File: src/csf_pkg.sv
// Shared constants for the charger status, fault and interrupt block
package csf_pkg;
	// Register byte offsets
	localparam logic [7:0] OFS_CTRL = 8'h00;
	localparam logic [7:0] OFS_STAT = 8'h04;
	localparam logic [7:0] OFS_FLAG = 8'h08;
	localparam logic [7:0] OFS_MASK = 8'h0C;
	localparam logic [7:0] OFS_FLD = 8'h10;
	// Control register fields
	localparam int CTL_IND_DIS = 0;
	localparam int CTL_RETRY_OFF = 1;
	localparam int CTL_CELL_DIS = 2;
	localparam int CTL_SUSPEND = 3;
	localparam logic [3:0] CTL_RESET = 4'h0;
	// Event bit positions in status, flag and mask
	localparam int NEV = 17;
	localparam int EV_SRC = 0;
	localparam int EV_BUSOV = 1;
	localparam int EV_LINE0 = 2;
	localparam int EV_LINE1 = 3;
	localparam int EV_RAILOV = 4;
	localparam int EV_SHORT = 5;
	localparam int EV_CELLOV = 6;
	localparam int EV_EXT = 7;
	localparam int NEXT = 8;
	localparam int EV_PORT = 15;
	localparam int EV_FLD = 16;
	localparam logic [16:0] MASK_RESET = 17'h00000;
	// Timing figures and clock rate
	localparam longint CLK_HZ = 125000000;
	localparam longint LOAD_MS = 30;
	localparam longint IRQ_US = 256;
	localparam longint BLINK_HZ = 1;
	localparam longint RETRY_MS = 2;
	localparam longint LOAD_CYC = CLK_HZ * LOAD_MS / 1000;
	localparam longint IRQ_CYC = CLK_HZ * IRQ_US / 1000000;
	localparam longint BLINK_CYC = CLK_HZ / (2 * BLINK_HZ);
	localparam longint RETRY_CYC = CLK_HZ * RETRY_MS / 1000;
	localparam logic [2:0] SHORT_TRIES = 3'h7;
	// AXI responses
	localparam logic [1:0] RESP_OK = 2'h0;
	localparam logic [1:0] RESP_ERR = 2'h2;
	// Source qualification and short retry states
	typedef enum logic [1:0] {Q_IDLE = 2'b00, Q_TEST = 2'b01, Q_GOOD = 2'b10} csf_qual_t;
	typedef enum logic [1:0] {S_IDLE = 2'b00, S_HOLD = 2'b01, S_WATCH = 2'b10} csf_short_t;
endpackage

File: src/csf_charger_irq.sv
// Charger source qualification, fault response, indicator and interrupt pulse logic
// Overview of operation
// - Good source: status high, pin low, flag, pulse
// - Qualify: in range, above hysteresis 30ms load
// - Indicator disable bit stops indicator pin drive
// - Indicator low while charging, not top-off
// - Indicator released when done, suspended, idle
// - Fault suspends charging: indicator blinks 1Hz
// - Each reportable update: one 256us low pulse
// - Default events all produce interrupt pulses
// - Rising edge of any status bit pulses
// - Mask set: no pulse, status/flag still update
// - Live status bit plus latched flag bit
// - Read clears flags; only fresh edge resets
// - Single input: line overvoltage opens switch pair
// - Dual input: overvoltage swaps to other input
// - Bus overvoltage: stop, regulator on, blink
// - Weak source: stop, clear, requalify, redetect
// - Rail overvoltage: stop, sink on, report
// - Short under current limit: retry, 7 fails suspend
// - Retry off: keep switching, cycle limit
// - Short entry sets status, flag, pulse
// - Cell overvoltage while charging stops charging
// - Cell sink only with discharge enable bit
//
// The AXI4-Lite interface to the registers and the placing of the registers were chosen for this implementation.
`timescale 1ns/1ns
`default_nettype none
module csf_charger_irq #(
	parameter longint LOAD_CYC = csf_pkg::LOAD_CYC,
	parameter longint IRQ_CYC = csf_pkg::IRQ_CYC,
	parameter longint BLINK_CYC = csf_pkg::BLINK_CYC,
	parameter longint RETRY_CYC = csf_pkg::RETRY_CYC
) (
	// Clock and reset
	input wire logic clk_sys,
	input wire logic rst,
	// AXI4-Lite slave
	input wire logic [7:0] s_axi_awaddr,
	input wire logic s_axi_awvalid,
	output logic s_axi_awready,
	input wire logic [31:0] s_axi_wdata,
	input wire logic [3:0] s_axi_wstrb,
	input wire logic s_axi_wvalid,
	output logic s_axi_wready,
	output logic [1:0] s_axi_bresp,
	output logic s_axi_bvalid,
	input wire logic s_axi_bready,
	input wire logic [7:0] s_axi_araddr,
	input wire logic s_axi_arvalid,
	output logic s_axi_arready,
	output logic [31:0] s_axi_rdata,
	output logic [1:0] s_axi_rresp,
	output logic s_axi_rvalid,
	input wire logic s_axi_rready,
	// Comparator levels
	input wire logic busPresent,
	input wire logic busOvervoltage,
	input wire logic busAboveWeakHys,
	input wire logic weakSource,
	input wire logic [1:0] lineOvervoltage,
	input wire logic dualInput,
	input wire logic railOvervoltage,
	input wire logic railShort,
	input wire logic inputCurrentLimitLoop,
	input wire logic cellOvervoltage,
	input wire logic portDetectDone,
	input wire logic [csf_pkg::NEXT-1:0] extEvents,
	input wire logic [3:0] sourceTypeField,
	input wire logic [2:0] thermistorZoneStatus,
	input wire logic [2:0] chargePhaseField,
	// Charger state
	input wire logic charging,
	input wire logic topOff,
	// Pins and control outputs
	output logic power_good_n,
	output logic chgIndOut,
	output logic chgIndOe,
	output logic irq_pulse_n,
	output logic switchEn,
	output logic chargeEn,
	output logic internalRegulatorEn,
	output logic [1:0] inputSwitchDriveEn,
	output logic loadTestSinkEn,
	output logic detectReq,
	output logic railSinkEn,
	output logic cellSinkEn,
	output logic cycleLimitEn
);
	csf_pkg::csf_qual_t qState_q;
	csf_pkg::csf_short_t sState_q;
	logic [31:0] qCnt_q, irqCnt_q, blinkCnt_q, sCnt_q;
	logic [3:0] ctrl_q;
	logic [csf_pkg::NEV-1:0] stat_q, flag_q, mask_q, statNow, rise, rdClr;
	logic [9:0] fld_q;
	logic [2:0] fails_q;
	logic sel_q, blink_q, pend_q, fire, qualOk, shortCond, fault;
	logic awHave_q, wHave_q;
	logic [7:0] awAddr_q;
	logic [31:0] wData_q;
	logic [3:0] wStrb_q;
	logic doWrite, doRead;
	logic [1:0] lineOpen;

	// Source qualification: in window and holding up under the load sink
	assign qualOk = busPresent && !busOvervoltage && busAboveWeakHys;
	always_ff @(posedge clk_sys or posedge rst) begin
		if (rst) begin
			qState_q <= csf_pkg::Q_IDLE;
			qCnt_q <= 32'h0;
		end else begin
			case (qState_q)
				csf_pkg::Q_IDLE: begin
					qCnt_q <= 32'h0;
					if (qualOk) qState_q <= csf_pkg::Q_TEST;
				end
				csf_pkg::Q_TEST: begin
					qCnt_q <= qCnt_q + 32'h1;
					if (!qualOk) qState_q <= csf_pkg::Q_IDLE;
					else if (qCnt_q == 32'(LOAD_CYC - 1)) qState_q <= csf_pkg::Q_GOOD;
				end
				csf_pkg::Q_GOOD: begin
					if (weakSource || !busPresent) qState_q <= csf_pkg::Q_IDLE;
				end
				default: qState_q <= csf_pkg::Q_IDLE;
			endcase
		end
	end

	// Line overvoltage: single input opens its pair, dual swaps inputs
	always_comb begin
		lineOpen = lineOvervoltage;
		if (dualInput) lineOpen = {sel_q == 1'b0, sel_q == 1'b1};
		else lineOpen = {1'b1, lineOvervoltage[0]};
	end
	always_ff @(posedge clk_sys or posedge rst) begin
		if (rst) sel_q <= 1'b0;
		else if (dualInput && lineOvervoltage[sel_q] && !lineOvervoltage[!sel_q])
			sel_q <= !sel_q;
	end

	// Live status vector; field change is a one-cycle event bit
	always_comb begin
		statNow = '0;
		statNow[csf_pkg::EV_SRC] = qState_q == csf_pkg::Q_GOOD;
		statNow[csf_pkg::EV_BUSOV] = busOvervoltage;
		statNow[csf_pkg::EV_LINE0] = lineOvervoltage[0];
		statNow[csf_pkg::EV_LINE1] = lineOvervoltage[1];
		statNow[csf_pkg::EV_RAILOV] = railOvervoltage;
		statNow[csf_pkg::EV_SHORT] = shortCond;
		statNow[csf_pkg::EV_CELLOV] = cellOvervoltage && charging;
		statNow[csf_pkg::EV_EXT +: csf_pkg::NEXT] = extEvents;
		statNow[csf_pkg::EV_PORT] = statNow[csf_pkg::EV_SRC] && portDetectDone;
		statNow[csf_pkg::EV_FLD] = fld_q != {sourceTypeField, thermistorZoneStatus, chargePhaseField};
	end
	assign rise = statNow & ~stat_q;
	always_ff @(posedge clk_sys or posedge rst) begin
		if (rst) begin
			stat_q <= '0;
			fld_q <= 10'h000;
		end else begin
			stat_q <= statNow;
			fld_q <= {sourceTypeField, thermistorZoneStatus, chargePhaseField};
		end
	end

	// Sticky flags: a fresh edge in the read cycle survives the clear
	genvar gi;
	generate
		for (gi = 0; gi < csf_pkg::NEV; gi++) begin : gFlag
			always_ff @(posedge clk_sys or posedge rst) begin
				if (rst) flag_q[gi] <= 1'b0;
				else if (rise[gi]) flag_q[gi] <= 1'b1;
				else if (rdClr[gi]) flag_q[gi] <= 1'b0;
			end
		end
	endgenerate

	// Interrupt pulse; events during a pulse queue one more pulse
	assign fire = |(rise & ~mask_q);
	always_ff @(posedge clk_sys or posedge rst) begin
		if (rst) begin
			pend_q <= 1'b0;
			irqCnt_q <= 32'h0;
			irq_pulse_n <= 1'b1;
		end else begin
			if (irq_pulse_n && (pend_q || fire)) begin
				irq_pulse_n <= 1'b0;
				irqCnt_q <= 32'h0;
				pend_q <= 1'b0;
			end else begin
				if (fire) pend_q <= 1'b1;
				if (!irq_pulse_n) begin
					irqCnt_q <= irqCnt_q + 32'h1;
					if (irqCnt_q == 32'(IRQ_CYC - 1)) irq_pulse_n <= 1'b1;
				end
			end
		end
	end

	// Rail short retry with consecutive failure count
	assign shortCond = railShort && inputCurrentLimitLoop;
	always_ff @(posedge clk_sys or posedge rst) begin
		if (rst) begin
			sState_q <= csf_pkg::S_IDLE;
			sCnt_q <= 32'h0;
			fails_q <= 3'h0;
		end else begin
			case (sState_q)
				csf_pkg::S_IDLE: begin
					sCnt_q <= 32'h0;
					if (shortCond && !ctrl_q[csf_pkg::CTL_RETRY_OFF]) begin
						sState_q <= csf_pkg::S_HOLD;
						fails_q <= 3'h0;
					end
				end
				csf_pkg::S_HOLD: begin
					sCnt_q <= sCnt_q + 32'h1;
					if (sCnt_q == 32'(RETRY_CYC - 1)) begin
						sState_q <= csf_pkg::S_WATCH;
						sCnt_q <= 32'h0;
					end
				end
				csf_pkg::S_WATCH: begin
					sCnt_q <= sCnt_q + 32'h1;
					if (shortCond) begin
						fails_q <= fails_q + 3'h1;
						sCnt_q <= 32'h0;
						if (fails_q + 3'h1 == csf_pkg::SHORT_TRIES) sState_q <= csf_pkg::S_IDLE;
						else sState_q <= csf_pkg::S_HOLD;
					end else if (sCnt_q == 32'(RETRY_CYC - 1)) begin
						sState_q <= csf_pkg::S_IDLE;
						fails_q <= 3'h0;
					end
				end
				default: sState_q <= csf_pkg::S_IDLE;
			endcase
		end
	end

	// Blink timebase, about half a second high then half low
	always_ff @(posedge clk_sys or posedge rst) begin
		if (rst) begin
			blinkCnt_q <= 32'h0;
			blink_q <= 1'b0;
		end else if (blinkCnt_q == 32'(BLINK_CYC - 1)) begin
			blinkCnt_q <= 32'h0;
			blink_q <= !blink_q;
		end else begin
			blinkCnt_q <= blinkCnt_q + 32'h1;
		end
	end

	// Fault responses and pin drive, all registered
	assign fault = busOvervoltage || railOvervoltage || statNow[csf_pkg::EV_CELLOV]
		|| (sState_q != csf_pkg::S_IDLE) || (|lineOvervoltage);
	always_ff @(posedge clk_sys or posedge rst) begin
		if (rst) begin
			power_good_n <= 1'b1;
			chgIndOut <= 1'b0;
			chgIndOe <= 1'b0;
			switchEn <= 1'b0;
			chargeEn <= 1'b0;
			internalRegulatorEn <= 1'b0;
			inputSwitchDriveEn <= 2'h0;
			loadTestSinkEn <= 1'b0;
			detectReq <= 1'b0;
			railSinkEn <= 1'b0;
			cellSinkEn <= 1'b0;
			cycleLimitEn <= 1'b0;
		end else begin
			power_good_n <= !(statNow[csf_pkg::EV_SRC] && !busOvervoltage);
			chgIndOut <= 1'b0;
			if (ctrl_q[csf_pkg::CTL_IND_DIS]) chgIndOe <= 1'b0;
			else if (fault) chgIndOe <= blink_q;
			else chgIndOe <= charging && !topOff && !ctrl_q[csf_pkg::CTL_SUSPEND];
			// Overvoltage on the active line gates switching off here directly, not through the bus
			switchEn <= statNow[csf_pkg::EV_PORT] && !busOvervoltage && !railOvervoltage
				&& !(|(lineOvervoltage & ~lineOpen)) && !(dualInput ? 1'b0 : lineOvervoltage[0])
				&& sState_q != csf_pkg::S_HOLD && !ctrl_q[csf_pkg::CTL_SUSPEND];
			chargeEn <= !statNow[csf_pkg::EV_CELLOV];
			internalRegulatorEn <= busPresent;
			inputSwitchDriveEn <= ~lineOpen;
			loadTestSinkEn <= qState_q == csf_pkg::Q_TEST;
			detectReq <= statNow[csf_pkg::EV_SRC] && !portDetectDone;
			railSinkEn <= railOvervoltage;
			cellSinkEn <= statNow[csf_pkg::EV_CELLOV] && ctrl_q[csf_pkg::CTL_CELL_DIS];
			cycleLimitEn <= shortCond && ctrl_q[csf_pkg::CTL_RETRY_OFF];
		end
	end

	// Write channel: address and data accepted in either order
	assign doWrite = awHave_q && wHave_q && !s_axi_bvalid;
	always_ff @(posedge clk_sys or posedge rst) begin
		if (rst) begin
			awHave_q <= 1'b0;
			wHave_q <= 1'b0;
			awAddr_q <= 8'h00;
			wData_q <= 32'h0;
			wStrb_q <= 4'h0;
			s_axi_awready <= 1'b0;
			s_axi_wready <= 1'b0;
			s_axi_bvalid <= 1'b0;
			s_axi_bresp <= csf_pkg::RESP_OK;
		end else begin
			s_axi_awready <= !awHave_q && !s_axi_awready;
			s_axi_wready <= !wHave_q && !s_axi_wready;
			if (s_axi_awvalid && s_axi_awready) begin
				awHave_q <= 1'b1;
				awAddr_q <= s_axi_awaddr;
			end
			if (s_axi_wvalid && s_axi_wready) begin
				wHave_q <= 1'b1;
				wData_q <= s_axi_wdata;
				wStrb_q <= s_axi_wstrb;
			end
			if (doWrite) begin
				awHave_q <= 1'b0;
				wHave_q <= 1'b0;
				s_axi_bvalid <= 1'b1;
				s_axi_bresp <= (awAddr_q == csf_pkg::OFS_CTRL || awAddr_q == csf_pkg::OFS_MASK)
					? csf_pkg::RESP_OK : csf_pkg::RESP_ERR;
			end else if (s_axi_bready) begin
				s_axi_bvalid <= 1'b0;
			end
		end
	end

	// Writable registers; the short retry sets suspend over a software write
	always_ff @(posedge clk_sys or posedge rst) begin
		if (rst) begin
			ctrl_q <= csf_pkg::CTL_RESET;
			mask_q <= csf_pkg::MASK_RESET;
		end else begin
			if (doWrite && awAddr_q == csf_pkg::OFS_CTRL && wStrb_q[0]) ctrl_q <= wData_q[3:0];
			if (doWrite && awAddr_q == csf_pkg::OFS_MASK) begin
				if (wStrb_q[0]) mask_q[7:0] <= wData_q[7:0];
				if (wStrb_q[1]) mask_q[15:8] <= wData_q[15:8];
				if (wStrb_q[2]) mask_q[16] <= wData_q[16];
			end
			if (sState_q == csf_pkg::S_WATCH && shortCond && fails_q + 3'h1 == csf_pkg::SHORT_TRIES)
				ctrl_q[csf_pkg::CTL_SUSPEND] <= 1'b1;
		end
	end

	// Read channel; reading the flag register clears what it returned
	assign doRead = s_axi_arvalid && s_axi_arready;
	assign rdClr = (doRead && s_axi_araddr == csf_pkg::OFS_FLAG) ? flag_q : '0;
	always_ff @(posedge clk_sys or posedge rst) begin
		if (rst) begin
			s_axi_arready <= 1'b0;
			s_axi_rvalid <= 1'b0;
			s_axi_rdata <= 32'h0;
			s_axi_rresp <= csf_pkg::RESP_OK;
		end else begin
			s_axi_arready <= !s_axi_rvalid && !s_axi_arready;
			if (doRead) begin
				s_axi_rvalid <= 1'b1;
				s_axi_rresp <= csf_pkg::RESP_OK;
				case (s_axi_araddr)
					csf_pkg::OFS_CTRL: s_axi_rdata <= {28'h0, ctrl_q};
					csf_pkg::OFS_STAT: s_axi_rdata <= {15'h0, stat_q};
					csf_pkg::OFS_FLAG: s_axi_rdata <= {15'h0, flag_q};
					csf_pkg::OFS_MASK: s_axi_rdata <= {15'h0, mask_q};
					csf_pkg::OFS_FLD: s_axi_rdata <= {22'h0, fld_q};
					default: begin
						s_axi_rdata <= 32'h0;
						s_axi_rresp <= csf_pkg::RESP_ERR;
					end
				endcase
			end else if (s_axi_rready) begin
				s_axi_rvalid <= 1'b0;
			end
		end
	end
endmodule
`default_nettype wire

File: config.mk
export PLATFORM = sky130hd
export DESIGN_NAME = csf_charger_irq
export DESIGN_NICKNAME = d
export VERILOG_FILES = /design/src/csf_pkg.sv /design/src/csf_charger_irq.sv
export SDC_FILE = /design/constraint.sdc
export NUM_CORES = 1
export LEC_CHECK = 0
export ABC_AREA = 1
export BUFFER_PORTS_ARGS = -buffer_cell sky130_fd_sc_hd__buf_2
export CAP_MARGIN = 20
export CORE_ASPECT_RATIO = 0.8
export CORE_MARGIN = 5
export CORE_UTILIZATION = 60
export CTS_CLUSTER_SIZE = 28
export DETAILED_ROUTE_END_ITERATION = 10
export PLACE_DENSITY = 0.81
export SLEW_MARGIN = 20
export SYNTH_ARGS = -nofsm -noshare
export SYNTH_HDL_FRONTEND = slang
export SYNTH_SLANG_ARGS = --single-unit
File: constraint.sdc
create_clock -name clk_sys -period 20.7 [get_ports clk_sys]
set_clock_uncertainty 0.1 [all_clocks]
set_input_delay 4.14 -clock clk_sys [delete_from_list [all_inputs] [get_ports clk_sys]]
set_output_delay 4.14 -clock clk_sys [all_outputs]
set_load 0.05 [all_outputs]
==> flow_metrics.py <==
metrics = {
    "outcome": {
        "outcome": "complete, no violations",
    },
    "power_and_ir_drop": {
        "power.density_cell_area_mw_per_mm2": 89.49,
        "vdd_drop_max_uv": 67.70,
        "leakage_uw": 0.007379,
    },
    "die": {
        "placementRows": 49,
        "io_pins": 146,
        "floorplan.die_area_sq_mm": 0.02618,
        "initial_core_util": 0.6122,
        "die_w_um": 179.6,
        "die_height_um": 145.7,
        "design.core.area_sq_mm": 0.02256,
    },
    "yosys": {
        "synth-compound-area-share": 0.07699,
        "fraction_of_registers_with_async_set_reset": 1.000,
        "yosys.area_share.xor_xnor": 0.04248,
        "postSynthCellCount": 1749,
        "synth_simple_gate_area_frac": 0.2958,
        "synth-edff-count": 0,
        "synth_area_per_cell_sq_um": 7.898,
        "library_cells_used_by_synthesis": 52,
        "seq_area_frac_synth": 0.4875,
        "synth.area.mux_share": 0.002446,
        "synth_top_flop_cell": "dfrtp_1",
        "synth_warnings": 0,
        "mappedNetlistArea_sq_mm": 0.01381,
        "post_synth_fa_ha_maj_area_fraction": 0.009058,
        "flop_and_latch_count_out_of_synthesis": 269,
        "dominant_combinational_cell_family_by_area_after_synthesis": "simple AND/OR/NAND/NOR gates",
    },
    "clock_tree": {
        "tritoncts_clock_tree": "built",
        "clock_path_buffers": 3,
        "h_tree_depth": 1,
        "cts_setup_buffers": 0,
        "cts_inserted_buffers": 27,
        "clk_root_buffer_cell": "clkbuf_16",
        "cts_hold_buf": 0,
        "cts.clk_slew.worst_paths_ns": 0.06,
        "worstSkewPairLatency_ns": 0.54,
        "cts.sinks": 269,
        "cts-resized-gates": 0,
    },
    "critical_path": {
        "cp-end-kind": "async pin",
        "cp-startpoint": "rst",
        "crit_path_max_fanout": 122,
        "worstRegToRegCells": 11,
        "crit-reg2reg-launch": "qState_q[1]",
        "reg2reg_slack_ns": 17.92,
        "cp.arrival_ns": 6.45,
        "worst_r2r_endpoint": "irqCnt_q[13]",
        "crit_path_cell_trace": "buf_2, inv_8, buf_6, buf_4",
        "timing.critical_path.slowest_stage_cell": "buf_4",
        "ws_path_type": "in -> async",
        "category_of_the_worst_setup_path_launch_point": "input port",
        "max_stage_delay_ns": 0.75,
        "crit_required_ns": 21.18,
    },
    "global_route": {
        "gr-usage-all-layers": 0.2536,
        "vias_in_the_first_global_route": 11590,
        "grt_overflow": 0,
        "grt_max_degree": 123,
        "initial_antenna_violation_count": 2,
        "global_route_wire_length_before_repair_um": 56550,
    },
    "hold_path": {
        "min-delay-start": "s_axi_wready",
        "hp-class": "reg -> reg",
        "hold_end": "s_axi_wready",
        "worstHoldPathCells": 1,
    },
    "routing": {
        "detailedRoute.firstPassIterationCount": 5,
        "viasPerCell": 5.508,
        "first_iter_violations": 1064,
        "dr_total_vias": 12070,
        "finalWirelength_um": 33750,
        "route.antenna.remaining_nets": 0,
        "remaining_drc_errors": 0,
        "route.detailed.wl_per_inst_um": 15.40,
    },
    "place": {
        "placed_cells": 2139,
        "place_area_sq_mm": 0.01456,
        "numPortBuffers": 111,
        "place.detailed.hpwl_um": 24120,
        "routabilityCongestion": 0.9326,
    },
    "timing": {
        "maxClockFrequency_mhz": 167.5,
        "grt_setup_unrepaired": "false",
        "post-route-period-util": 0.2885,
        "setup_tns_ns": 0,
        "max-slew-margin-rel": 0.3960,
        "final_max_slew_viol_count": 0,
        "min_period_ns": 5.971,
        "setup_viol": 0,
        "finalHoldViolations": 0,
        "worst_pin_slew_ns": 0.9026,
    },
    "job": {
        "max_cap_viol_count": 0,
    },
    "finish": {
        "final_net_count": 1963,
        "multi_input_area_sq_mm": 0.005963,
        "register_area_sq_mm": 0.006734,
        "layout_commonest_cell": "nand2_1",
        "stdcell_count": 2191,
        "final_design_area_no_fill_sq_mm": 0.01557,
        "commonest_cells_after_routing_fill_and_taps_aside": "nand2_1 (445), dfrtp_1 (267), inv_1 (227)",
        "area_growth_syn_to_layout_pct": 12.72,
        "layout-drive-gt1-share": 0.1168,
        "fillerInstances": 1804,
    },
}
report_power, final:
part           switching, uW  leakage, uW  internal, uW  total [uW]
Clock                    211     0.000474           330         540
Combinational            177      0.00342          58.7         235
Sequential              36.2      0.00349           581         617
cell families (layout without fill, tap and decap cells):
family | Yosys count | count (layout)
adder cells (fa/ha/maj) | 10 | 10
multiplexers | 3 | 3
AND/OR/NAND/NOR | 919 | 919
buffers and inverters | 284 | 401
other | 1 | 20
flip-flops | 269 | 269
XOR/XNOR | 67 | 67
AO/OA/AOI/OAI | 196 | 196
layout make-up:
cell class | instances | share of cell area
clock inverter | 17 | 0.01663
tap | 306 | 0.02459
multi-input combinational | 1213 | 0.3830
antenna | 2 | 0.0003214
clock buffer | 33 | 0.04741
inverter | 236 | 0.05770
timing repair buffer | 115 | 0.03785
sequential | 269 | 0.4325
critical path, delay by kind of cell:
family | cells | cell delay (ns)
buffers and inverters | 4 | 2.12
per-layer routing:
metal,global-route usage,vias up,wire [um]
met1,0.3724,5743,15450
met2,0.4021,440,15430
met3,0.04273,50,2245
li1,-,5836,-
met5,0,-,0
met4,0.05446,0,619
worst max path at each step:
stage                             end  slack (ns)  cells past startpoint
after CTS                   stat_q[9]       14.37                      4
after global routing        stat_q[5]       14.29                      4
final                       ctrl_q[1]       14.73                      4
after floorplan           awAddr_q[0]        9.05                      1
after global placement      mask_q[6]       13.81                      4
after detailed placement    ctrl_q[1]       13.80                      4
cell usage after synthesis, drive strengths merged (3+ instances only):
cell    instances  area share
ha             10      0.0091
xnor2          15      0.0095
xor2           52       0.033
nand2         454        0.12
mux2            3      0.0024
dfrtp         267        0.48
nor4           19      0.0097
or2            16      0.0072
clkbuf         16      0.0043
a21oi          47       0.017
nand4          44       0.021
o21a            3      0.0016
clkinv          4      0.0014
o21ai         104       0.038
a31oi           9      0.0041
nand3         124       0.047
o22ai          23       0.010
nand3b          5      0.0027
buf            32       0.017
inv           232       0.063
nor3           62       0.024
nor2          190       0.056
state kept, by name (all words and copies together) (netlist names), 2 cells and up:
register / cells
wStrb_q: 3
inputSwitchDriveEn: 2
qState_q: 2
sState_q: 2
qCnt_q: 32
fld_q: 10
stat_q: 17
awAddr_q: 8
sCnt_q: 32
s_axi_rdata: 17
irqCnt_q: 32
ctrl_q: 4
flag_q: 17
fails_q: 3
wData_q: 17
blinkCnt_q: 32
mask_q: 17
per-stage QoR:
step	power [uW]	setup WS [ns]	util	hold WS (ns)
after floorplan	794.6	9.053	-	0.3209
after global placement	848.1	13.81	0.6455	0.3257
after detailed placement	856.9	13.80	0.6455	0.3374
after CTS	1400	14.37	0.6897	0.3462
after global routing	1456	14.29	0.6901	0.3722
final	1393	14.73	0.6901	0.3439
Power figures use the tool's default switching activity.
